### src/verilog/uhr_pkg.sv
// constants for the host controller run/stop and status registers
package uhr_pkg;

   // register offsets from the memory base address
   localparam logic [31:0] UHR_CMD_OFS = 32'h0000_0020;
   localparam logic [31:0] UHR_STS_OFS = 32'h0000_0024;

   // command register field positions
   localparam int UHR_CMD_RUN_BIT = 0;
   localparam int UHR_CMD_RST_BIT = 1;

   // status register layout: sticky event bits low, halted flag above
   localparam int          UHR_EVT_W       = 6;
   localparam int          UHR_STS_HALT_BIT = 12;
   localparam logic [31:0] UHR_STS_MASK    = 32'h0000_103F;

   // reset values
   localparam logic                 UHR_RUN_RST = 1'b0;
   localparam logic [UHR_EVT_W-1:0] UHR_EVT_RST = 6'h00;

   // controller reset duration
   localparam int UHR_CLK_NS     = 50;
   localparam int UHR_RST_NS     = 500;
   localparam int UHR_RST_CYCLES = (UHR_RST_NS + UHR_CLK_NS - 1) / UHR_CLK_NS;

   // run/stop sequencer states
   typedef enum logic [1:0] {
      UHR_HALTED,
      UHR_RUNNING,
      UHR_DRAINING
   } uhr_state_t;

endpackage

### src/verilog/uhr_regs.sv
// run/stop control, halted flag and write-one-to-clear status register
// Functional notes
// - run bit one runs the schedule, zero stops; runs while bit is set
// - after run clears, active pipeline transactions finish before halting
// - halted flag rises only after the pipeline empties and stop is reached, or at once on controller reset
// - status shows pending events and controller states only
// - no per-transaction serial bus result appears in the status register
// - writing one clears a status bit; writing zero leaves it
// - status register decoded at memory base address plus 24h
// - controller reset returns state and registers to initial values
// - reset control self-clears at completion; writing zero cannot end it
`timescale 1ns/1ps
module uhr_regs #(
   parameter int EVT_W      = uhr_pkg::UHR_EVT_W,
   parameter int RST_CYCLES = uhr_pkg::UHR_RST_CYCLES
)
(
   // clock and reset
   input  wire logic             mclk,
   input  wire logic             arst_n,
   // memory-mapped register access
   input  wire logic [31:0]      bar_base,
   input  wire logic [31:0]      reg_addr,
   input  wire logic             reg_wr,
   input  wire logic             reg_rd,
   input  wire logic [31:0]      reg_wdata,
   output logic      [31:0]      reg_rdata,
   output logic                  reg_rvalid,
   // schedule engine
   input  wire logic             pipe_busy,
   input  wire logic [EVT_W-1:0] stat_evt,
   output logic                  sched_run,
   output logic                  xfer_abort,
   output logic                  controller_halted_flag
);
   import uhr_pkg::*;

   uhr_state_t        state_r;
   uhr_state_t        state_nxt;
   logic              run_control_r;
   logic [EVT_W-1:0]  evt_r;
   logic [31:0]       rdata_r;
   logic              rvalid_r;
   logic              rst_active;
   logic              rst_start;
   logic              cmd_hit;
   logic              sts_hit;
   logic [31:0]       sts_value;
   logic [31:0]       cmd_value;

   // address match against base plus offset
   function automatic logic addr_hit(input logic [31:0] a,
                                     input logic [31:0] base,
                                     input logic [31:0] ofs);
      addr_hit = (a == 32'(base + ofs));
   endfunction

   // register decode
   assign cmd_hit = addr_hit(reg_addr, bar_base, UHR_CMD_OFS);
   assign sts_hit = addr_hit(reg_addr, bar_base, UHR_STS_OFS);

   // only a written one starts the reset; a zero is ignored
   assign rst_start = reg_wr && cmd_hit && reg_wdata[UHR_CMD_RST_BIT];

   uhr_rst_seq #(
      .CYCLES (RST_CYCLES)
   ) u_rst (
      .mclk   (mclk),
      .arst_n (arst_n),
      .start  (rst_start),
      .active (rst_active),
      .done   ()
   );

   // run control bit; forced to stop by controller reset
   always_ff @(posedge mclk or negedge arst_n)
   begin
      if (!arst_n)
         run_control_r <= UHR_RUN_RST;
      else if (rst_active)
         run_control_r <= UHR_RUN_RST;
      else if (reg_wr && cmd_hit)
         run_control_r <= reg_wdata[UHR_CMD_RUN_BIT];
   end

   // run/stop sequencer next state
   always_comb
   begin
      state_nxt = state_r;
      case (state_r)
         UHR_HALTED:
            if (run_control_r)
               state_nxt = UHR_RUNNING;
         UHR_RUNNING:
            if (!run_control_r)
               state_nxt = pipe_busy ? UHR_DRAINING : UHR_HALTED;
         UHR_DRAINING:
            if (run_control_r)
               state_nxt = UHR_RUNNING;
            else if (!pipe_busy)
               state_nxt = UHR_HALTED;
         default:
            state_nxt = UHR_HALTED;
      endcase
      if (rst_active)
         state_nxt = UHR_HALTED;
   end

   // sequencer state
   always_ff @(posedge mclk or negedge arst_n)
   begin
      if (!arst_n)
         state_r <= UHR_HALTED;
      else
         state_r <= state_nxt;
   end

   // sticky events; a new event wins over a same-cycle clear
   always_ff @(posedge mclk or negedge arst_n)
   begin
      if (!arst_n)
         evt_r <= UHR_EVT_RST;
      else if (rst_active)
         evt_r <= UHR_EVT_RST;
      else if (reg_wr && sts_hit)
         evt_r <= (evt_r & ~reg_wdata[EVT_W-1:0]) | stat_evt;
      else
         evt_r <= evt_r | stat_evt;
   end

   // register images; only events and controller state are reported
   always_comb
   begin
      sts_value                  = 32'h0000_0000;
      sts_value[EVT_W-1:0]       = evt_r;
      sts_value[UHR_STS_HALT_BIT] = (state_r == UHR_HALTED);
      cmd_value                  = 32'h0000_0000;
      cmd_value[UHR_CMD_RUN_BIT] = run_control_r;
      cmd_value[UHR_CMD_RST_BIT] = rst_active;
   end

   // read data, one cycle after the strobe; unmapped reads return zero
   always_ff @(posedge mclk or negedge arst_n)
   begin
      if (!arst_n)
      begin
         rdata_r  <= 32'h0000_0000;
         rvalid_r <= 1'b0;
      end
      else
      begin
         rvalid_r <= reg_rd;
         if (!reg_rd)
            rdata_r <= rdata_r;
         else if (sts_hit)
            rdata_r <= sts_value;
         else if (cmd_hit)
            rdata_r <= cmd_value;
         else
            rdata_r <= 32'h0000_0000;
      end
   end

   // outputs
   assign reg_rdata              = rdata_r;
   assign reg_rvalid             = rvalid_r;
   assign sched_run              = (state_r == UHR_RUNNING);
   assign xfer_abort             = rst_active;
   assign controller_halted_flag = (state_r == UHR_HALTED);

   // run set with no reset pending starts execution on the next cycle
   property p_run_starts;
      @(posedge mclk) disable iff (!arst_n)
      (run_control_r && !rst_active && !rst_start) |=> sched_run;
   endproperty
   a_run_starts: assert property (p_run_starts)
      else $error("schedule not running while run bit set");

   // clearing run never halts while a transaction is in the pipeline
   property p_drain;
      @(posedge mclk) disable iff (!arst_n)
      (!controller_halted_flag && pipe_busy && !rst_active)
         |=> !controller_halted_flag;
   endproperty
   a_drain: assert property (p_drain)
      else $error("halted with transaction still active");

   // halted rises only from an empty pipeline or a reset
   property p_halt_cause;
      @(posedge mclk) disable iff (!arst_n)
      $rose(controller_halted_flag)
         |-> (!$past(pipe_busy) && !$past(run_control_r))
             || $past(rst_active);
   endproperty
   a_halt_cause: assert property (p_halt_cause)
      else $error("halted flag rose without a finished stop");

   // status read shows nothing beyond events and halted
   property p_sts_clean;
      @(posedge mclk) disable iff (!arst_n)
      (reg_rd && sts_hit) |=> ((reg_rdata & ~UHR_STS_MASK) == 32'h0);
   endproperty
   a_sts_clean: assert property (p_sts_clean)
      else $error("status read carries undefined bits");

   // write-one-to-clear with set winning
   property p_w1c;
      @(posedge mclk) disable iff (!arst_n)
      (reg_wr && sts_hit && !rst_active)
         |=> evt_r == ($past(evt_r & ~reg_wdata[EVT_W-1:0])
                       | $past(stat_evt));
   endproperty
   a_w1c: assert property (p_w1c)
      else $error("status write-one-to-clear misbehaved");

   // status read at base plus offset returns the live image
   property p_sts_read;
      @(posedge mclk) disable iff (!arst_n)
      (reg_rd && sts_hit) |=> reg_rvalid && (reg_rdata == $past(sts_value));
   endproperty
   a_sts_read: assert property (p_sts_read)
      else $error("status read returned wrong data");

   // controller reset clears run, events and sequencer state
   property p_reset_clears;
      @(posedge mclk) disable iff (!arst_n)
      rst_active |=> (!run_control_r && evt_r == '0
                      && controller_halted_flag);
   endproperty
   a_reset_clears: assert property (p_reset_clears)
      else $error("controller reset left state behind");

   // reset cannot be ended early by software
   property p_reset_holds;
      @(posedge mclk) disable iff (!arst_n)
      $rose(rst_active) |-> rst_active [*8];
   endproperty
   a_reset_holds: assert property (p_reset_holds)
      else $error("controller reset ended early");

   // halted drops one cycle after run is set
   property p_resume;
      @(posedge mclk) disable iff (!arst_n)
      (controller_halted_flag && run_control_r && !rst_active && !rst_start)
         |=> !controller_halted_flag;
   endproperty
   a_resume: assert property (p_resume)
      else $error("halted flag stuck after run set");

endmodule

### src/verilog/uhr_rst_seq.sv
// controller reset sequencer: holds reset for a fixed number of cycles
`timescale 1ns/1ps
module uhr_rst_seq #(
   parameter int CYCLES = uhr_pkg::UHR_RST_CYCLES,
   parameter int CNT_W  = 8
)
(
   // clock and reset
   input  wire logic mclk,
   input  wire logic arst_n,
   // control
   input  wire logic start,
   output logic      active,
   output logic      done
);
   import uhr_pkg::*;

   logic [CNT_W-1:0] cnt_r;
   logic             active_r;
   logic             done_r;

   // count down while active; a new start while active is ignored
   always_ff @(posedge mclk or negedge arst_n)
   begin
      if (!arst_n)
      begin
         cnt_r    <= '0;
         active_r <= 1'b0;
         done_r   <= 1'b0;
      end
      else
      begin
         done_r <= 1'b0;
         if (!active_r && start)
         begin
            active_r <= 1'b1;
            cnt_r    <= CNT_W'(CYCLES - 1);
         end
         else if (active_r)
         begin
            if (cnt_r == '0)
            begin
               active_r <= 1'b0;  // self-clearing at completion
               done_r   <= 1'b1;
            end
            else
            begin
               cnt_r <= cnt_r - 1'b1;
            end
         end
      end
   end

   assign active = active_r;
   assign done   = done_r;

endmodule
### config.mk
export PLATFORM = sky130hd
export DESIGN_NAME = uhr_regs
export DESIGN_NICKNAME = d
export VERILOG_FILES = /design/src/verilog/uhr_pkg.sv /design/src/verilog/uhr_regs.sv /design/src/verilog/uhr_rst_seq.sv
export SDC_FILE = /design/constraint.sdc
export NUM_CORES = 1
export LEC_CHECK = 0
export ABC_CLOCK_PERIOD_IN_PS = 2600
export BUFFER_PORTS_ARGS = -buffer_cell sky130_fd_sc_hd__buf_2
export CAP_MARGIN = 40
export CORE_MARGIN = 10
export CORE_UTILIZATION = 45
export DETAILED_ROUTE_END_ITERATION = 10
export PLACE_DENSITY_LB_ADDON = 0.3
export SYNTH_ARGS = -nofsm -noshare
export SYNTH_HDL_FRONTEND = slang
export SYNTH_SLANG_ARGS = --single-unit
### constraint.sdc
create_clock -name mclk -period 2.6 [get_ports mclk]
set_input_delay 0.52 -clock mclk [delete_from_list [all_inputs] [get_ports mclk]]
set_output_delay 0.52 -clock mclk [all_outputs]
set_load 0.02 [all_outputs]
==> results.sh, run 1 <==
export IMPL_outcome="finished with violations"
export IMPL_violations="negative setup slack"
export IMPL_cts_clk_slew_worst_paths_ns=0.09
export IMPL_pre_cts_ws_ns=-0.514
export IMPL_period_minus_slack_ns=2.67
export IMPL_drt_total_wl_um=11800
export IMPL_ys_types=64
export IMPL_synth_ff_type="dfrtp_1"
export IMPL_ant_nets=0
export IMPL_areaGrowthSynthToFinish_pct=55.7
export IMPL_start_kind="input pin"
export IMPL_clkPwrFrac_pct=24.7
export IMPL_cts_tree="yes"
export IMPL_htree_num_levels=1
export IMPL_synth_area_um2=3230
export IMPL_cpMostUsedCell="or4_4"
export IMPL_cts_root_buffer="clkbuf_8"
export IMPL_finalNetCount=722
export IMPL_coreArea_um2=6870
export IMPL_cp_required_ns=2.82
export IMPL_slowest_delay_ns=0.58
export IMPL_diodes=0
export IMPL_crit_slowest_cell="or4_4"
export IMPL_drtPass1Iterations=4
export IMPL_setup_slack_ns=-0.0701
export IMPL_ir_drop_uv=316
export IMPL_insertion_delay_ns=0.27
export IMPL_seqPwrFrac_pct=29.9
export IMPL_yosysWarnings=0
export IMPL_cts_sinks=26
export IMPL_die_h_um=105
export IMPL_cp_buffers_inverters=2
export IMPL_hold_class="input pin to asynchronous set/reset pin"
export IMPL_grt_max_degree=27
export IMPL_p_int_uw=907
export IMPL_power_switching_share_pct=33.5
export IMPL_fp_dieW_um=105
export IMPL_yosysMostFrequentCell="xnor2_1"
export IMPL_yosysSeqAreaShare_pct=20.2
export IMPL_io_buffers=91
export IMPL_path_cells="buf_8 > buf_12 > nand4_4 > or4_4 > nor4b_2 > nor2_1 > or4_4 > or4_4 > nand2_2 > mux2_4"
export IMPL_worstPathMaxFanout=4
export IMPL_cts_buffer_depth=2
export IMPL_end_kind="flop"
export IMPL_grt_pass1_vias=3856
export IMPL_yosys_register_bits=26
export IMPL_io_pin_count=143
export IMPL_maxCapViolCount=0
export IMPL_initial_core_util_pct=47.0
export IMPL_die_area_um2=11000
export IMPL_drv_slew=0
export IMPL_rsz0062_at_grt="true"
export IMPL_drt_iter0_drc=152
export IMPL_n_fill_cell=545
export IMPL_synthTopCellsByCount="xnor2_1 (41), nor2_1 (30), dfrtp_1 (26), nand2_1 (26), buf_4 (25)"
export IMPL_p_leak_nw=2.22
export IMPL_maxSlewHeadroom_pct=62.7
export IMPL_dp_final_hpwl_um=9610
export IMPL_postSynthCellCount=415
export IMPL_numCtsBuffers=3
export IMPL_grt_pass1_wl_um=18100
export IMPL_via_per_inst=5.48
export IMPL_rows=30
export IMPL_synth_top_area_cell="dfrtp_1"
export IMPL_vias=3860
export IMPL_drive_gt1_share_pct=43.2
export IMPL_synth_area_leaders="dfrtp_1 (20%), xnor2_1 (11%), buf_4 (5.8%), xor2_1 (5.7%), nand4_1 (3.9%)"
export IMPL_wl_per_cell_um=16.7
export IMPL_power_density_nw_per_um2=272
export IMPL_setup_violations=2
export IMPL_fin_skew_ns=0.00569
export IMPL_netlist_area_leader_share_pct=20.2
export IMPL_synth_edf_count=0
export IMPL_antenna_found_initial=0
export IMPL_worstMarginPinSlew_ns=0.559
export IMPL_crit_arrival_ns=2.89
export IMPL_p_comb_share_pct=45.4
export IMPL_async_flop_share_pct=100
export IMPL_grt_ovfl_total=0
export IMPL_cp_top_family="simple AND/OR/NAND/NOR gates"
export IMPL_switching_power_uw=458
export IMPL_crit_type="input pin to flop"
export IMPL_fmax_mhz=375
export IMPL_fin_total_pwr_mw=1.36
export IMPL_hold_buffers=0
export IMPL_track_usage_pct=19.3
export IMPL_syn_avg_cell_area_um2=7.78
export IMPL_r2r_start="u_rst.cnt_r[4]"
export IMPL_finalCritPeriodShare_pct=103
export IMPL_worstSetupStartpoint="bar_base[16]"
export IMPL_report_final_hold_viol_count=0
export IMPL_drc=0
export IMPL_gp_congestion=0.946
-- through the flow --
step           util, %  std cells  hold slack [ns]  cell area [um^2]  setup TNS, ns
2_1_floorplan        -        439            0.224              3460          -2.44
3_3_place_gp      65.9        690            0.477              4530          -8.00
3_5_place_dp      65.9        690            0.489              4530          -9.24
4_1_cts           70.1        699            0.252              4820        -0.0882
5_1_grt           73.1        705            0.264              5020         -0.801
6_report          73.1        705            0.227              5020         -0.137
-- logic make-up after synthesis --
group,count (synthesis),synth area share [%]
AOI/OAI and AO/OA,77,16.0
xor gates and xnor gates,62,16.8
adders and majority gates,5,1.94
buffers and inverters,56,9.69
DFF,26,20.2
muxes,6,1.94
other,1,0.116
and+or+nand+nor,182,33.3
-- path summary, 6_finish.rpt --
check | endpoint | slack [ns] | cells after the start
worst max-delay path | u_rst.cnt_r[0] | -0.07 | 10
worst min-delay path | u_rst.cnt_r[7] | 0.23 | 1
worst max register to register | u_rst.cnt_r[5] | 0.17 | 7
worst min register to register | reg_rdata[3] | 0.51 | 2
max in group asynchronous | u_rst.cnt_r[2] | 2.00 | 1
min in group mclk | reg_rvalid | 0.49 | 1
-- area by class of cell --
type                       count  area [um^2]  area share (%)
clock inverter                 1         30.0           0.598
tap                           96          120            2.39
clock buffer                   3         41.3           0.822
timing repair buffer         208         1460            29.1
multi-input combinational    357         2670            53.1
inverter                      14         52.6            1.05
sequential                    26          651            13.0
-- power by group through the flow --
stage	Clock (mW)	Combinational, mW	Sequential, mW
after floorplan	0	0.305	0.420
after global placement	0	0.543	0.416
after detailed placement	0	0.555	0.416
after CTS	0.337	0.583	0.408
after global routing	0.357	0.667	0.408
final	0.337	0.620	0.408
-- flip-flops by register name (all words and copies together) (netlist names) --
name / cells
u_rst.cnt_r: 8
reg_rvalid: 1
evt_r: 6
state_r: 2
u_rst.active: 1
run_control_r: 1
reg_rdata: 7
-- per-layer routing --
metal  GRT usage, %  up-vias  routed length (um)
li1               -     1869                   -
met1           21.3     1831                4600
met2           36.3      143                6140
met5              0        -                   0
met3           3.87       17                 807
met4           5.20        0                 246
-- layout by cell type (no fill, tap or decap), drive strengths merged, types with 8 or more instances in the layout --
cell type  count
buf          208
nor2b          8
nand3         17
dfrtp         26
nand4         22
nor3          20
and3           9
xnor2         41
nand2         27
conb          25
inv           14
a211oi         8
nor2          30
a21oi         20
a31oi         11
o21ai         11
xor2          21
-- repair_timing --
action / in CTS / in global routing
buffers inserted: 5 / 6
resized for setup: 46 / 31
pin swaps: 15 / 21
setup endpoints to repair: 18 / 19
Note: power is estimated with default switching activity, not from simulation.
==> run 2, diff against run 1 <==
Settings changed: SYNTH_HIERARCHICAL set to 1.
==> run 2 against run 1 <==
  * The run still ends with negative setup slack left
  * Clock skew is 0.0037 ns lower
  * Utilization is 3.9 points lower
  * Final area is 1.1% lower
  * Critical endpoint is now u_rst/cnt_r[1]
  * Highest routed layer unchanged
==> results.sh, run 2 <==
export IMPL_worstPathMaxFanout=4
export IMPL_synth_area_um2=3270
export IMPL_r2r_start="u_rst/cnt_r[0]"
export IMPL_fin_skew_ns=0.00199
export IMPL_period_minus_slack_ns=2.81
export IMPL_dp_final_hpwl_um=9500
export IMPL_crit_slowest_cell="nor4b_4"
export IMPL_worstMarginPinSlew_ns=0.639
export IMPL_htree_num_levels=1
export IMPL_ant_nets=0
export IMPL_ir_drop_uv=346
export IMPL_final_core_util_pct=69.2
export IMPL_die_h_um=105
export IMPL_fmax_mhz=356
export IMPL_holdWs_ns=0.239
export IMPL_regArea_um2=651
export IMPL_top_usage_layer="met2"
export IMPL_drt_iter0_drc=211
export IMPL_setup_slack_ns=-0.211
export IMPL_via_per_inst=5.44
export IMPL_hold_buffers=0
export IMPL_r2r_slack_ns=0.81
export IMPL_report_final_hold_viol_count=0
export IMPL_fin_area_um2=4970
export IMPL_crit_type="input pin to flop"
export IMPL_cts_tree="yes"
export IMPL_crit_arrival_ns=2.96
export IMPL_largest_reg_flops=8
export IMPL_numCtsBuffers=3
export IMPL_ff2ff_path_depth=5
export IMPL_cp_required_ns=2.75
export IMPL_setup_violations=20
export IMPL_rsz0062_at_grt="true"
export IMPL_cts_buffer_depth=2
export IMPL_final_cell_mix="buf_4 (118), buf_2 (82), xnor2_1 (36), nand2_1 (29), nor2_1 (27)"
export IMPL_r2r_end="u_rst/cnt_r[5]"
export IMPL_io_buffers=91
export IMPL_cpMostUsedCell="buf_4"
export IMPL_diodes=0
export IMPL_areaGrowthSynthToFinish_pct=51.9
export IMPL_drive_gt1_share_pct=45.4
export IMPL_coreArea_um2=7180
export IMPL_p_leak_nw=2.25
export IMPL_hold_class="input pin to asynchronous set/reset pin"
export IMPL_grt_max_degree=27
export IMPL_cts_clk_slew_worst_paths_ns=0.08
export IMPL_final_common_cell="buf_4"
export IMPL_cts_root_buffer="clkbuf_8"
export IMPL_slowest_delay_ns=0.28
export IMPL_wl_per_cell_um=17.0
export IMPL_gp_congestion=0.935
export IMPL_grt_util_met1_pct=23.4
export IMPL_grt_ovfl_total=0
export IMPL_largest_register="u_rst/cnt_r"
export IMPL_die_area_um2=11100
export IMPL_outcome="finished with violations"
export IMPL_n_fill_cell=571
export IMPL_power_density_nw_per_um2=243
export IMPL_maxSlewHeadroom_pct=57.4
export IMPL_io_pin_count=143
export IMPL_drtPass1Iterations=4
export IMPL_syn_avg_cell_area_um2=8.15
export IMPL_maxCapViolCount=0
export IMPL_grt_pass1_wl_um=19000
export IMPL_multi_input_area_um2=2690
export IMPL_drc=0
export IMPL_path_cells="buf_8 > ha_4 > buf_6 > o21ba_4 > a221oi_2 > a21oi_2 > nor4_2 > buf_4 > nand2_2 > nor4b_2 > nor4b_4 > buf_4 > nor2_4 > a41oi_2 > o32ai_1"
export IMPL_yosysWarnings=6
export IMPL_cts_sinks=26
export IMPL_stdcell_count=700
export IMPL_postSynthCellCount=401
export IMPL_start_kind="input pin"
export IMPL_rows=31
export IMPL_finalCritPeriodShare_pct=108
export IMPL_drv_slew=0
export IMPL_track_usage_pct=20.0
export IMPL_finalNetCount=715
export IMPL_violations="negative setup slack"
export IMPL_place_area_um2=4570
export IMPL_use_met3_pct=3.71
export IMPL_initial_core_util_pct=45.6
export IMPL_drt_total_wl_um=11900
export IMPL_insertion_delay_ns=0.27
export IMPL_met2_usage_pct=35.9
export IMPL_place_detailed_instances=686
export IMPL_end_kind="flop"
export IMPL_fp_dieW_um=105
export IMPL_vias=3806
export IMPL_grt_pass1_vias=3906
export IMPL_antenna_found_initial=1
## run 2: area by class of cell
class | instances | share of cell area, %
multi-input combinational | 351 | 54.1
timing repair buffer | 212 | 28.8
sequential | 26 | 13.1
tap | 99 | 2.49
clock buffer | 3 | 0.831
inverter | 9 | 0.680
## run 2: repair_timing
action | 4_1_cts | 5_1_grt
endpoints found under the setup margin | 23 | 23
gates resized for setup | 28 | 29
cloned | 1 | 0
pin swaps | 14 | 23
buffers inserted | 5 | 5
## run 2: critical path, delay by kind of cell
kind / cells / cell delay, ns
simple gates: 5 / 0.88
buf+inv: 4 / 0.59
fa+ha+maj: 1 / 0.16
compound gates: 5 / 0.83
## run 2: routing by layer
metal | share of wire, % | vias to the layer above
met5 | 0 | -
met4 | 2.5 | 0
met3 | 7.8 | 23
met2 | 51 | 135
met1 | 39 | 1803
li1 | - | 1845
## run 2: report_power, final
group	switching, mW	internal (mW)
registers	0.000124	0.405
logic	0.313	0.271
clock network	0.117	0.104
## run 2: how the worst max path moves through the flow
stage,from,depth (start not counted),endpoint
6_report,bar_base[5],15,u_rst/cnt_r[1]
5_1_grt,bar_base[5],15,u_rst/cnt_r[1]
4_1_cts,bar_base[6],14,u_rst/cnt_r[6]
3_5_place_dp,bar_base[5],13,u_rst/cnt_r[1]
3_3_place_gp,bar_base[5],13,u_rst/cnt_r[6]
2_1_floorplan,bar_base[5],12,u_rst/cnt_r[1]
## run 2: metrics by stage
step	setup TNS, ns	worst slack, ns	power (mW)
3_5_place_dp	-10.02	-0.582	0.937
2_1_floorplan	0	0.00145	0.699
4_1_cts	-0.544	-0.139	1.18
5_1_grt	-3.92	-0.347	1.27
6_report	-1.69	-0.211	1.21
3_3_place_gp	-8.73	-0.487	0.928
==> run 3, diff against run 2 <==
==> constraint.sdc (replaced) <==
create_clock -name mclk -period 2.6 [get_ports mclk]
set_input_delay 0 -clock mclk [delete_from_list [all_inputs] [get_ports mclk]]
set_output_delay 0 -clock mclk [all_outputs]
set_load 0.02 [all_outputs]
==> run 3 against run 2 <==
  * The flow now finishes without violations
  * Setup slack improved by 0.33 ns
  * Fmax rose by 13%
  * Utilization fell by 13 points
  * Critical endpoint unchanged
==> results.sh, run 3 (synthesized netlist as in run 2, its figures left out) <==
export IMPL_cts_clk_slew_worst_paths_ns=0.09
export IMPL_diodes=0
export IMPL_grt_pass1_wl_um=16100
export IMPL_setup_violations=0
export IMPL_coreArea_um2=7180
export IMPL_worstPathMaxFanout=11
export IMPL_fmax_mhz=403
export IMPL_drc=0
export IMPL_r2r_start="u_rst/cnt_r[0]"
export IMPL_fin_skew_ns=0.00713
export IMPL_drive_gt1_share_pct=30.9
export IMPL_r2r_slack_ns=0.86
export IMPL_fin_total_pwr_mw=1.10
export IMPL_power_density_nw_per_um2=273
export IMPL_areaGrowthSynthToFinish_pct=23.4
export IMPL_die_h_um=105
export IMPL_grt_ovfl_total=0
export IMPL_ir_drop_uv=162
export IMPL_holdWs_ns=0.00416
export IMPL_cts_buffer_depth=2
export IMPL_largest_register="u_rst/cnt_r"
export IMPL_worstMarginPinSlew_ns=0.747
export IMPL_cp_required_ns=2.75
export IMPL_grt_pass1_vias=3450
export IMPL_n_fill_cell=672
export IMPL_report_final_hold_viol_count=0
export IMPL_initial_core_util_pct=45.6
export IMPL_drv_slew=0
export IMPL_outcome="completed"
export IMPL_regArea_um2=651
export IMPL_largest_reg_flops=8
export IMPL_end_kind="flop"
export IMPL_start_kind="input pin"
export IMPL_min_path_cells=3
export IMPL_cts_root_buffer="clkbuf_8"
export IMPL_drt_iter0_drc=189
export IMPL_worstSetupStartpoint="bar_base[7]"
export IMPL_track_usage_pct=16.8
export IMPL_drt_total_wl_um=9910
export IMPL_place_area_um2=3920
export IMPL_finalCritPeriodShare_pct=95.4
export IMPL_insertion_delay_ns=0.27
export IMPL_wl_per_cell_um=16.1
export IMPL_hp_start="stat_evt[3]"
export IMPL_antenna_found_initial=0
export IMPL_dp_final_hpwl_um=8360
export IMPL_crit_slowest_cell="nor3_1"
export IMPL_path_cells="buf_2 > nand3_1 > nor3_1 > o22ai_1 > a211oi_1 > nor4b_1 > nor4b_1 > buf_4 > nor2_1 > a41oi_2 > o32ai_1"
export IMPL_cts_tree="yes"
export IMPL_cts_sinks=26
export IMPL_htree_num_levels=1
export IMPL_cpMostUsedCell="nor4b_1"
export IMPL_multi_input_area_um2=2430
export IMPL_r2r_end="u_rst/cnt_r[5]"
export IMPL_final_cell_mix="buf_2 (91), xnor2_1 (37), buf_4 (32), nand2_1 (31), nor2_1 (29)"
export IMPL_crit_arrival_ns=2.63
export IMPL_rows=31
export IMPL_period_minus_slack_ns=2.48
export IMPL_fp_dieW_um=105
export IMPL_ant_nets=0
export IMPL_io_buffers=91
export IMPL_maxCapViolCount=0
export IMPL_min_to="evt_r[3]"
export IMPL_die_area_um2=11100
export IMPL_crit_type="input pin to flop"
export IMPL_grt_max_degree=27
export IMPL_vias=3462
export IMPL_drtPass1Iterations=5
export IMPL_numCtsBuffers=3
export IMPL_ff2ff_path_depth=5
export IMPL_maxSlewHeadroom_pct=49.8
export IMPL_p_leak_nw=1.73
export IMPL_final_core_util_pct=56.2
export IMPL_io_pin_count=143
export IMPL_slowest_delay_ns=0.60
export IMPL_fin_area_um2=4040
export IMPL_via_per_inst=5.61
export IMPL_finalNetCount=631
export IMPL_hold_class="input pin to flop"
export IMPL_final_common_cell="buf_2"
export IMPL_gp_congestion=0.934
==> run 3: metrics by stage <==
step	TNS, ns	std cells	setup slack (ns)
final	0	617	0.121
after global routing	-0.00368	617	-0.00368
after CTS	0	617	0.0678
after detailed placement	-0.977	608	-0.221
after global placement	-0.696	608	-0.164
after floorplan	0	425	0.161
==> run 3: worst max path at each step <==
stage | to | slack [ns] | cells past startpoint
3_3_place_gp | u_rst/cnt_r[1] | -0.16 | 14
5_1_grt | u_rst/cnt_r[1] | -0.004 | 14
4_1_cts | u_rst/cnt_r[1] | 0.07 | 14
6_report | u_rst/cnt_r[1] | 0.12 | 11
3_5_place_dp | u_rst/cnt_r[1] | -0.22 | 14
2_1_floorplan | u_rst/cnt_r[1] | 0.16 | 12
==> run 3: power by group <==
group	switching (mW)	internal, mW	total [mW]
Sequential	0.000123	0.405	0.405
Combinational	0.262	0.177	0.439
Clock	0.122	0.135	0.257
==> run 3: final cells by class <==
class                      count  share of cell area, %
clock buffer                   4                   1.36
inverter                       9                  0.837
multi-input combinational    351                   60.1
sequential                    26                   16.1
tap                           99                   3.07
timing repair buffer         128                   18.5
==> run 3: critical path: cells and delay by family <==
| kind | cells | cell delay, ns |
|---|---|---|
| AND/OR/NAND/NOR | 5 | 1.33 |
| buffers and inverters | 2 | 0.39 |
| AO/OA/AOI/OAI | 4 | 0.91 |
==> run 3: per-layer routing <==
metal  track usage [%]  up-vias  part of all wire, %
met5                 0        -                    0
li1                  -     1674                    -
met3              3.59       12                  7.1
met2              27.3      146                   45
met4              4.90        0                  1.9
met1              21.7     1630                   46
==> run 3: repair_timing <==
item / in CTS / in global routing
gates resized for setup: 0 / 2
setup buffers: 0 / 0
hold buffers: 5 / 0
hold endpoints to repair: 30 / 0
endpoints found under the setup margin: 0 / 2
